--- config.mk ---
export PLATFORM = sky130hd
export DESIGN_NAME = wait_oneshot_pulse_timer
export DESIGN_NICKNAME = d
export VERILOG_FILES = /design/src/clock_source_divider.v /design/src/trigger_edge_detector.v /design/src/wait_oneshot_pulse_timer.v
export VERILOG_INCLUDE_DIRS = /design/src
export SDC_FILE = /design/constraint.sdc
export NUM_CORES = 1
export LEC_CHECK = 0
export BUFFER_PORTS_ARGS = -buffer_cell sky130_fd_sc_hd__buf_2
export CAP_MARGIN = 15
export CORE_AREA = 5 5 103 201
export DETAILED_ROUTE_END_ITERATION = 16
export DIE_AREA = 0 0 108 206
export PLACE_DENSITY_LB_ADDON = 0.3
export SLEW_MARGIN = 30
export SYNTH_ARGS = -nofsm -noshare
export SYNTH_HDL_FRONTEND = slang
export SYNTH_HIERARCHICAL = 1
export SYNTH_SLANG_ARGS = --single-unit
--- constraint.sdc ---
create_clock -name ref_clk_i -period 2.7 [get_ports ref_clk_i]
set_clock_uncertainty 0.05 [all_clocks]
set_input_delay 0.27 -clock ref_clk_i [delete_from_list [all_inputs] [get_ports ref_clk_i]]
set_output_delay 0.27 -clock ref_clk_i [all_outputs]
set_load 0.05 [all_outputs]
--- src/wait_oneshot_defines.vh ---
`ifndef WAIT_ONESHOT_DEFINES_VH
`define WAIT_ONESHOT_DEFINES_VH

// register indices on the plain register port
`define ADDR_W 3
`define A_MODE 3'h0
`define A_PRESCALER 3'h1
`define A_SECONDARY 3'h2
`define A_PRIMARY 3'h3
`define A_WAVEFORM 3'h4
`define A_ONESHOT 3'h5
`define A_EXT_IRQ 3'h6
`define A_STATUS 3'h7

// timer_mode_reg fields
`define B_MODE_LO 4
`define B_MODE_HI 5
`define B_WRITE_CTRL 6
`define B_RUN 7
`define MODE_WAIT_ONESHOT 2'h3
`define MODE_TIMER 2'h0

// waveform_output_ctrl_reg fields
`define B_LEVEL_SEL 5
`define B_TRIG_EN 6
`define B_TRIG_EDGE 7

// oneshot_control_reg fields
`define B_START 0
`define B_SRC_LO 4
`define B_SRC_HI 5

// ext_irq_enable_reg fields
`define B_EXT_IN_EN 0
`define B_BOTH_EDGE 1

// status fields, write one to clear
`define B_ST_TIMER 0
`define B_ST_EXT 1

// count source codes
`define SRC_F1 2'h0
`define SRC_F2 2'h1
`define SRC_F8 2'h2
`define SRC_COMPANION 2'h3

`define RESET_BYTE 8'h00
`define PRESCALER_RESET 8'hff
`define PERIOD_RESET 8'hff
`define DIV8_LAST 3'h7

`endif

--- src/clock_source_divider.v ---
`timescale 1ns/1ns
`default_nettype none
`include "wait_oneshot_defines.vh"

// free-running divider giving one-cycle enables at f/2 and f/8
module clock_source_divider (
	input wire ref_clk_i,
	input wire rst_n_i,
	output reg tick_f2_o,
	output reg tick_f8_o
);

	reg [2:0] div_cnt;

	always @(posedge ref_clk_i or negedge rst_n_i)
	begin
		if (!rst_n_i)
		begin
			div_cnt <= 3'h0;
			tick_f2_o <= 1'b0;
			tick_f8_o <= 1'b0;
		end
		else
		begin
			div_cnt <= div_cnt + 3'h1;
			tick_f2_o <= div_cnt[0];
			tick_f8_o <= (div_cnt == `DIV8_LAST);
		end
	end

endmodule // clock_source_divider
`default_nettype wire

--- src/trigger_edge_detector.v ---
`timescale 1ns/1ns
`default_nettype none
`include "wait_oneshot_defines.vh"

// pin synchroniser followed by a selectable edge detector
module trigger_edge_detector (
	input wire ref_clk_i,
	input wire rst_n_i,
	input wire pin_i,
	input wire rising_sel_i,
	input wire both_edge_i,
	output wire trig_edge_o,
	output wire irq_edge_o
);

	reg meta;
	reg sync;
	reg last;
	wire rise;
	wire fall;

	always @(posedge ref_clk_i or negedge rst_n_i)
	begin
		if (!rst_n_i)
		begin
			meta <= 1'b1;
			sync <= 1'b1;
			last <= 1'b1;
		end
		else
		begin
			meta <= pin_i;
			sync <= meta;
			last <= sync;
		end
	end

	assign rise = sync & ~last;
	assign fall = ~sync & last;
	// polarity select only counts in single-edge operation
	assign trig_edge_o = both_edge_i ? (rise | fall) : (rising_sel_i ? rise : fall);
	assign irq_edge_o = trig_edge_o;

endmodule // trigger_edge_detector
`default_nettype wire

--- src/wait_oneshot_pulse_timer.v ---
// Functional notes
// - trigger by software or pin gives one pulse
// - wait primary period, then secondary-length pulse
// - count source f1, f2, f8 or companion
// - count down prescaler and primary period
// - primary underflow loads secondary, keeps counting
// - secondary underflow reloads primary, clears start bit
// - stopping reloads counters from reload registers
// - wait lasts (n+1)(m+1) source periods
// - pulse lasts (n+1)(p+1) source periods
// - start by writing start bit or trigger
// - stop at end, run flag 0, start 0
// - timer request raised as pulse ends
// - pin carries pulse; port only in timer mode
// - trigger enable adds the pin trigger; pin interrupt fires either way
// - primary period and prescaler reads give live count
// - period and prescaler writes touch reload only
// - output level select picks pulse level
// - edge polarity only in single-edge operation
// - hardware trigger needs three enables; busy ignores
// - level 0 high pulse; level 1 low pulse
// - polarity 0 falling edge, 1 rising edge
`timescale 1ns/1ns
`default_nettype none
`include "wait_oneshot_defines.vh"

module wait_oneshot_pulse_timer (
	input wire ref_clk_i,
	input wire rst_n_i,
	input wire [`ADDR_W-1:0] reg_addr_i,
	input wire [7:0] reg_wdata_i,
	input wire reg_wr_i,
	input wire reg_rd_i,
	output reg [7:0] reg_rdata_o,
	input wire companion_uflow_i,
	input wire ext_trigger_pin_i,
	output reg pulse_out_pin_o,
	output reg pulse_out_oe_o,
	output reg timer_irq_o,
	output reg ext_irq_o
);

	localparam PH_WAIT = 1'b0;
	localparam PH_PULSE = 1'b1;

	reg rst_meta;
	reg rst_n;

	reg [7:0] timer_mode_reg;
	reg [7:0] waveform_output_ctrl_reg;
	reg [7:0] ext_irq_enable_reg;
	reg [1:0] src_sel;
	reg [7:0] prescaler_reg;
	reg [7:0] primary_period_reg;
	reg [7:0] secondary_period_reg;
	reg [1:0] status;

	reg [7:0] pre_cnt;
	reg [7:0] per_cnt;
	reg phase;
	reg oneshot_start_bit;

	reg [7:0] next_pre_cnt;
	reg [7:0] next_per_cnt;
	reg next_phase;
	reg next_start;
	reg next_timer_irq;
	reg [7:0] next_rdata;

	wire tick_f2;
	wire tick_f8;
	wire trig_edge;
	wire irq_edge;
	wire count_run_flag;
	wire wait_mode;
	wire output_level_sel;
	wire ext_trigger_enable;
	wire ext_input_enable;
	wire src_tick;
	wire wr_start_1;
	wire wr_start_0;
	wire hw_trigger;
	wire begin_count;
	wire stop_now;

	function wr_hit;
		input [`ADDR_W-1:0] a;
		begin
			wr_hit = reg_wr_i && (reg_addr_i == a);
		end
	endfunction

	// field and strobe decodes shared by several processes
	function [1:0] mode_bits;
		input [7:0] m;
		begin
			mode_bits = {m[`B_MODE_HI], m[`B_MODE_LO]};
		end
	endfunction

	function at_zero;
		input [7:0] c;
		begin
			at_zero = (c == 8'h00);
		end
	endfunction

	function clr_hit;
		input integer b;
		begin
			clr_hit = wr_hit(`A_STATUS) && reg_wdata_i[b];
		end
	endfunction

	// reset is released synchronously so no flop sees a partial release
	always @(posedge ref_clk_i or negedge rst_n_i)
	begin
		if (!rst_n_i)
		begin
			rst_meta <= 1'b0;
			rst_n <= 1'b0;
		end
		else
		begin
			rst_meta <= 1'b1;
			rst_n <= rst_meta;
		end
	end

	clock_source_divider u_div (
		.ref_clk_i(ref_clk_i),
		.rst_n_i(rst_n),
		.tick_f2_o(tick_f2),
		.tick_f8_o(tick_f8)
	);

	trigger_edge_detector u_trig (
		.ref_clk_i(ref_clk_i),
		.rst_n_i(rst_n),
		.pin_i(ext_trigger_pin_i),
		.rising_sel_i(waveform_output_ctrl_reg[`B_TRIG_EDGE]),
		.both_edge_i(ext_irq_enable_reg[`B_BOTH_EDGE]),
		.trig_edge_o(trig_edge),
		.irq_edge_o(irq_edge)
	);

	assign count_run_flag = timer_mode_reg[`B_RUN];
	assign wait_mode = (mode_bits(timer_mode_reg) == `MODE_WAIT_ONESHOT);
	assign output_level_sel = waveform_output_ctrl_reg[`B_LEVEL_SEL];
	assign ext_trigger_enable = waveform_output_ctrl_reg[`B_TRIG_EN];
	assign ext_input_enable = ext_irq_enable_reg[`B_EXT_IN_EN];

	// companion underflow arrives from logic on this same clock
	assign src_tick = (src_sel == `SRC_F1) ? 1'b1 :
		(src_sel == `SRC_F2) ? tick_f2 :
		(src_sel == `SRC_F8) ? tick_f8 : companion_uflow_i;

	assign wr_start_1 = wr_hit(`A_ONESHOT) && reg_wdata_i[`B_START];
	assign wr_start_0 = wr_hit(`A_ONESHOT) && !reg_wdata_i[`B_START];
	// a trigger during a count is dropped; the interrupt path still fires
	assign hw_trigger = trig_edge && count_run_flag && ext_input_enable
		&& ext_trigger_enable && !oneshot_start_bit;
	assign begin_count = wait_mode && count_run_flag && !oneshot_start_bit
		&& (wr_start_1 || hw_trigger);
	assign stop_now = oneshot_start_bit && (wr_start_0
		|| (wr_hit(`A_MODE) && !reg_wdata_i[`B_RUN]) || !wait_mode);

	// software registers; the mode bits are only stored, software picks 11
	always @(posedge ref_clk_i or negedge rst_n)
	begin
		if (!rst_n)
		begin
			timer_mode_reg <= `RESET_BYTE;
			waveform_output_ctrl_reg <= `RESET_BYTE;
			ext_irq_enable_reg <= `RESET_BYTE;
			src_sel <= `SRC_F1;
			prescaler_reg <= `PRESCALER_RESET;
			primary_period_reg <= `PERIOD_RESET;
			secondary_period_reg <= `PERIOD_RESET;
		end
		else
		begin
			if (wr_hit(`A_MODE))
				timer_mode_reg <= reg_wdata_i;
			if (wr_hit(`A_WAVEFORM))
				waveform_output_ctrl_reg <= reg_wdata_i;
			if (wr_hit(`A_EXT_IRQ))
				ext_irq_enable_reg <= reg_wdata_i;
			if (wr_hit(`A_ONESHOT))
				src_sel <= reg_wdata_i[`B_SRC_HI:`B_SRC_LO];
			// writes land in the reload copies only
			if (wr_hit(`A_PRESCALER))
				prescaler_reg <= reg_wdata_i;
			if (wr_hit(`A_PRIMARY))
				primary_period_reg <= reg_wdata_i;
			if (wr_hit(`A_SECONDARY))
				secondary_period_reg <= reg_wdata_i;
		end
	end

	// counter next state
	always @*
	begin
		next_pre_cnt = pre_cnt;
		next_per_cnt = per_cnt;
		next_phase = phase;
		next_start = oneshot_start_bit;
		next_timer_irq = 1'b0;
		if (begin_count)
		begin
			// primary period takes effect at the next shot; prescaler and secondary reload mid-shot
			next_pre_cnt = prescaler_reg;
			next_per_cnt = primary_period_reg;
			next_phase = PH_WAIT;
			next_start = 1'b1;
		end
		else if (stop_now)
		begin
			next_pre_cnt = prescaler_reg;
			next_per_cnt = primary_period_reg;
			next_phase = PH_WAIT;
			next_start = 1'b0;
		end
		else if (oneshot_start_bit && src_tick)
		begin
			if (!at_zero(pre_cnt))
				next_pre_cnt = pre_cnt - 8'h01;
			else
			begin
				next_pre_cnt = prescaler_reg;
				if (!at_zero(per_cnt))
					next_per_cnt = per_cnt - 8'h01;
				else
				begin
					case (phase)
						PH_WAIT:
						begin
							next_per_cnt = secondary_period_reg;
							next_phase = PH_PULSE;
						end
						PH_PULSE:
						begin
							next_per_cnt = primary_period_reg;
							next_phase = PH_WAIT;
							next_start = 1'b0;
							next_timer_irq = 1'b1;
						end
						default:
						begin
							next_phase = PH_WAIT;
						end
					endcase
				end
			end
		end
	end

	always @(posedge ref_clk_i or negedge rst_n)
	begin
		if (!rst_n)
		begin
			pre_cnt <= `PRESCALER_RESET;
			per_cnt <= `PERIOD_RESET;
			phase <= PH_WAIT;
			oneshot_start_bit <= 1'b0;
			timer_irq_o <= 1'b0;
			ext_irq_o <= 1'b0;
			pulse_out_pin_o <= 1'b0;
			pulse_out_oe_o <= 1'b0;
		end
		else
		begin
			pre_cnt <= next_pre_cnt;
			per_cnt <= next_per_cnt;
			phase <= next_phase;
			oneshot_start_bit <= next_start;
			// request comes with the cycle in which the pulse ends
			timer_irq_o <= next_timer_irq;
			ext_irq_o <= irq_edge && ext_input_enable;
			// pulse level flips against the idle level
			pulse_out_pin_o <= output_level_sel
				^ (next_start && next_phase == PH_PULSE);
			// timer mode hands the pin back to the port logic
			pulse_out_oe_o <= (mode_bits(timer_mode_reg) != `MODE_TIMER);
		end
	end

	// sticky request flags; a new event beats a same-cycle clear
	always @(posedge ref_clk_i or negedge rst_n)
	begin
		if (!rst_n)
			status <= 2'h0;
		else
		begin
			if (next_timer_irq)
				status[`B_ST_TIMER] <= 1'b1;
			else if (clr_hit(`B_ST_TIMER))
				status[`B_ST_TIMER] <= 1'b0;
			if (irq_edge && ext_input_enable)
				status[`B_ST_EXT] <= 1'b1;
			else if (clr_hit(`B_ST_EXT))
				status[`B_ST_EXT] <= 1'b0;
		end
	end

	// read mux; unmapped bits read zero
	always @*
	begin
		next_rdata = 8'h00;
		case (reg_addr_i)
			`A_MODE: next_rdata = timer_mode_reg;
			`A_PRESCALER: next_rdata = pre_cnt;
			`A_SECONDARY: next_rdata = secondary_period_reg;
			`A_PRIMARY: next_rdata = per_cnt;
			`A_WAVEFORM: next_rdata = waveform_output_ctrl_reg;
			`A_ONESHOT:
			begin
				next_rdata[`B_START] = oneshot_start_bit;
				next_rdata[`B_SRC_HI:`B_SRC_LO] = src_sel;
			end
			`A_EXT_IRQ: next_rdata = ext_irq_enable_reg;
			`A_STATUS: next_rdata[`B_ST_EXT:`B_ST_TIMER] = status;
			default: next_rdata = 8'h00;
		endcase
	end

	// read data stands only in the cycle after the strobe
	always @(posedge ref_clk_i or negedge rst_n)
	begin
		if (!rst_n)
			reg_rdata_o <= 8'h00;
		else if (reg_rd_i)
			reg_rdata_o <= next_rdata;
		else
			reg_rdata_o <= 8'h00;
	end

endmodule // wait_oneshot_pulse_timer
`default_nettype wire

# Word-level counts from Yosys, hierarchy flattened
# Cells that the tools add are included.
# op_classes
eq_ne	11
n_addsub	3
reduce_logical	41
bitwise	7
n_mux	43
# ops
op	count
8-bit two-way mux	10
1-bit two-way mux	26
1-bit logical AND	24
2-bit one-hot mux with 6 select lines	2
8-bit zero test	2
8-bit one-hot mux with 2 select lines	1
8-bit by 1-bit subtractor with 8-bit output (second input constant)	2
3-bit == test (second input constant)	5
2-bit one-hot mux with 7 select lines	1
1-bit one-hot mux with 8 select lines	1
1-bit one-hot mux with 7 select lines	1
3-bit by 2-bit == test with 1-bit output (second input constant)	2
2-bit nonzero test	3
3-bit nonzero test	2
2-bit == test (second input constant)	2
1-bit zero test	4
3-bit by 1-bit adder with 3-bit output (second input constant)	1
3-bit by 1-bit == test with 1-bit output (second input constant)	1
3-bit zero test	1
1-bit logical OR	3
1-bit NOT	3
1-bit bitwise AND	2
2-bit by 1-bit == test with 1-bit output (second input constant)	1
2-bit zero test	1
4 further kinds	4
# word_totals
in_bits	17
ff_bits	92
word_cells	131
output_inout_bits	12

# Logic depth before layout (Yosys ltp)
# depth
depth_word	13
mapped_depth	12
mapped_depth_nobuf	10

# Modules after synthesis
# The synthesis kept the hierarchy.
# modules_own_cells
mod	cells_each	area_each_um2	seq_area_each_um2	instances
wait_oneshot_pulse_timer	379	4361.7	2152.1	1
clock_source_divider	8	153.9	125.1	1
trigger_edge_detector	10	138.9	78.8	1

# Worst setup path after synthesis
# No wires, ideal clock.
# synth_timing
kind	reg2reg
from	register u_trig.sync
to	register pre_cnt[7]
n_path_buf	2
setup_time_ns	0.075
path_slack_ns	0.712
arrival_ns	1.863
stages_incl_launch_ff	12
t_required_ns	2.575
synth_period_minus_slack_ns	1.988
path_cell_list	dfstp_2 -> inv_1 -> ha_1 -> mux2i_1 -> buf_4 -> nand3_1 -> o21ai_0 -> nand2_1 -> nand3_2 -> buf_2 -> nor2_1 -> a2bb2oi_1
# synth_via
elab_chain_cells	11
elab_cells_between_ends	14
classes_between	3 x mux; 4 x bitwise; 7 x reduce/logical
# synth_rtl
item	line_no	text
from (decl)	trigger_edge_detector.v:17	reg sync;
from (signal assigned)	trigger_edge_detector.v:33	sync <= meta;
1-bit NOT	trigger_edge_detector.v:39	assign fall = ~sync & last;
1-bit bitwise AND	trigger_edge_detector.v:39	
1-bit two-way mux / 1-bit bitwise OR (equally long branches)	trigger_edge_detector.v:41	assign trig_edge_o = both_edge_i ? (rise | fall) : (rising_sel_i ? rise : fall);
1-bit two-way mux *	trigger_edge_detector.v:41	
named net irq_edge	wait_oneshot_pulse_timer.v:73	wire irq_edge;
1-bit logical AND * (2 in series)	wait_oneshot_pulse_timer.v:161	assign hw_trigger = trig_edge && count_run_flag && ext_input_enable
1-bit logical AND * (2 in series)	wait_oneshot_pulse_timer.v:162	&& ext_trigger_enable && !oneshot_start_bit;
1-bit logical OR *	wait_oneshot_pulse_timer.v:164	&& (wr_start_1 || hw_trigger);
1-bit logical AND *	wait_oneshot_pulse_timer.v:164	
3-bit nonzero test (no source line) / 8-bit two-way mux (equally long branches)	--	
to (signal assigned)	wait_oneshot_pulse_timer.v:262	pre_cnt <= `PRESCALER_RESET;
to (signal assigned)	wait_oneshot_pulse_timer.v:273	pre_cnt <= next_pre_cnt;
to (decl)	wait_oneshot_pulse_timer.v:58	reg [7:0] pre_cnt;
# Mark *: on every way through the listed nets, which the timed path passes. The rest lies on a longest branch.
# A chain may end at the register's enable or synchronous reset.

# Final worst setup path
# layout_timing
from	register pre_cnt[0]
to	register per_cnt[4]
# layout_via
elab_chain_cells	3
# layout_rtl
item	line_no	text
8-bit zero test	wait_oneshot_pulse_timer.v:104	at_zero = (c == 8'h00);
3-bit nonzero test (no source line)	--	
2-bit AND reduction (no source line)	--	
to (signal assigned)	wait_oneshot_pulse_timer.v:263	per_cnt <= `PERIOD_RESET;
to (signal assigned)	wait_oneshot_pulse_timer.v:274	per_cnt <= next_per_cnt;
to (decl)	wait_oneshot_pulse_timer.v:59	reg [7:0] per_cnt;
# No other way between the ends.

==> results.json <==
{
  "met3RoutedLength_um": 325,
  "cp-start-kind": "flop",
  "die-area_sq_mm": 0.0222,
  "yosys_warnings": 6,
  "synth_cell_types": 61,
  "combPwrFrac": 0.276,
  "cp-startpoint": "pre_cnt[0]",
  "intPower_uw": 3050,
  "drive_gt1_frac": 0.380,
  "ant_nets": 0,
  "layout_min_cycle_time_ns": 2.46,
  "portBuffers": 28,
  "cts.repair.resized": 0,
  "setup_tns_ns": 0,
  "hp-class": "primary input to async pin",
  "drt-met1-wl_um": 4540,
  "synth_top_area_share": 0.263,
  "worst_slack_ns": 0.240,
  "status": "finished clean",
  "grt_antenna_before_repair": 0,
  "endpoint_kind": "flop",
  "powerDensity_mw_per_mm2": 860,
  "initial_core_util": 0.247,
  "r2r-start": "pre_cnt[0]",
  "synth-edff-count": 0,
  "syn_area_sq_mm": 0.00465,
  "arrival_ns": 2.68,
  "hpwl_um": 10200,
  "cp.required_ns": 2.92,
  "gr-usage-all-layers": 0.127,
  "p_clk_frac": 0.263,
  "ys_top_cells_by_area": "dfrtp_1 26%, dfstp_2 24%, mux2_2 13%",
  "std_cell_rows": 71,
  "synth.avg_cell_area_sq_um": 11.7,
  "first_pass_iters": 4,
  "worstSetupPathType": "flop to flop",
  "final_hold_viol_count": 0,
  "diodes": 0,
  "finalSetupViolCount": 0,
  "synth_nets": 422,
  "wl_met2_um": 7590,
  "synth.most_common_cell": "mux2_2",
  "die_h_um": 206,
  "period_share": 0.911,
  "clock_latency_ns": 0.35,
  "htreeDepth": 3,
  "cts_buffer_depth": 2,
  "cap_violations": 0,
  "pwr-share-seq": 0.461,
  "nets": 454,
  "path_clk_slew_ns": 0.07,
  "synth_flop_cell": "dfrtp_1",
  "fmax_ghz": 0.407,
  "swShare": 0.344,
  "tightestPinTransition_ns": 0.609,
  "drc": 0,
  "clk_root_buffer_cell": "clkbuf_16",
  "rsz0062_at_grt": "no",
  "drt_iter0_markers": 133,
  "cts_buffers": 9,
  "p_leak_uw": 0.00221,
  "wl_um": 13400,
  "dp_worst_setup_slack_ns": 0.246,
  "synth_common_cells": "53 x mux2_2, 49 x dfrtp_1, 43 x dfstp_2",
  "power_uw": 4650,
  "wire_per_inst_um": 19.5,
  "maxUsedRoutingLayer": "met4",
  "yosys_register_bits": 92,
  "postCtsHoldBufs": 2,
  "io_pins": 29,
  "ir_worst_vdd_mv": 0.491,
  "routed_via_density": 4.75,
  "grt_pass1_wl_um": 20800,
  "grt_max_degree": 54,
  "cts_sinks": 92,
  "core_region_area_sq_mm": 0.0188,
  "post-cts-setup-buffers": 0,
  "postSynthCellCount": 397,
  "vias": 3276,
  "cts_tree": "done",
  "die_width_um": 108,
  "path_max_fanout": 12,
  "grt_pass1_vias": 3568,
  "areaGrowthSynthToFinish_pct": 16.2,
  "synthArstFlopShare": 1.00,
  "grt_overflow": 0,
  "synth_top_area_cell": "dfrtp_1",
  "synth-seq-area-share": 0.506,
  "slew_viol_final": 0,
  "gp_congestion": 0.867,
  "p_sw_uw": 1600,
  "relSlewSlack": 0.594
}
==> per-layer routing <==
layer	global-route usage	vias up
met3	0.0159	44
met1	0.121	1651
li1	-	1495
met5	0	-
met2	0.238	86
met4	0.101	0
==> power groups by stage <==
| stage | Clock [uW] | Sequential, uW | Combinational, uW |
|---|---|---|---|
| 2_1_floorplan | 0 | 2120 | 905 |
| 3_3_place_gp | 0 | 2150 | 1270 |
| 3_5_place_dp | 0 | 2170 | 1290 |
| 4_1_cts | 1260 | 2150 | 1300 |
| 5_1_grt | 1310 | 2190 | 1400 |
| 6_report | 1220 | 2150 | 1280 |
==> through the flow <==
stage	util	hold WS (ns)	area, sq um	cells
detailed placement	0.271	0.00813	5100	671
global route	0.287	0.207	5410	689
finish	0.287	0.188	5410	689
floorplan	-	-0.0756	4660	397
CTS	0.287	0.171	5410	689
global placement	0.271	0.00462	5100	671
==> critical path: stages, from the launching register on <==
cell	delay [ns]
dfstp_2	0.39
inv_1	0.13
ha_1	0.22
nor3b_1	0.35
and2_1	0.28
nand2_1	0.33
a211oi_1	0.36
a211oi_1	0.11
a21oi_1	0.16
==> cell type report <==
type,count,area [sq um]
Clock buffer,11,253
Clock inverter,5,36.3
Fill cell,2035,13400
Inverter,16,60.1
Multi-Input combinational cell,271,2140
Sequential cell,92,2360
Tap cell,255,319
Timing Repair Buffer,39,240
==> placed cells by master (no fill, tap or decap), drive strengths merged, types with 5 or more instances in the layout <==
cell	n
ha	8
dfrtp	49
nor3	8
nand2	28
a211oi	13
and2	8
o21ai	17
dfstp	43
inv	16
mux2	53
mux2i	17
nor2	24
clkbuf	11
nor2b	10
a21oi	13
buf	37
nand2b	5
==> kinds of logic after synthesis <==
logic type               synth area share
AO/OA/AOI/OAI                       0.116
XOR/XNOR                          0.00941
adder cells (fa/ha/maj)            0.0215
buffers and inverters              0.0339
flip-flops                          0.506
multiplexers                        0.185
other                            0.000806
AND/OR/NAND/NOR                     0.127
==> worst paths after layout <==
| check | to | slack [ns] | depth (start not counted) |
|---|---|---|---|
| worst max register to register | per_cnt[4] | 0.24 | 8 |
| worst min-delay path | rst_n | 0.19 | 2 |
| min in group ref_clk_i | reg_rdata_o[4] | 0.21 | 2 |
| max in group asynchronous | primary_period_reg[6] | 1.58 | 1 |
| worst max-delay path | per_cnt[4] | 0.24 | 8 |
| worst min register to register | ext_irq_enable_reg[5] | 0.28 | 0 |
Power figures use the tool's default switching activity.
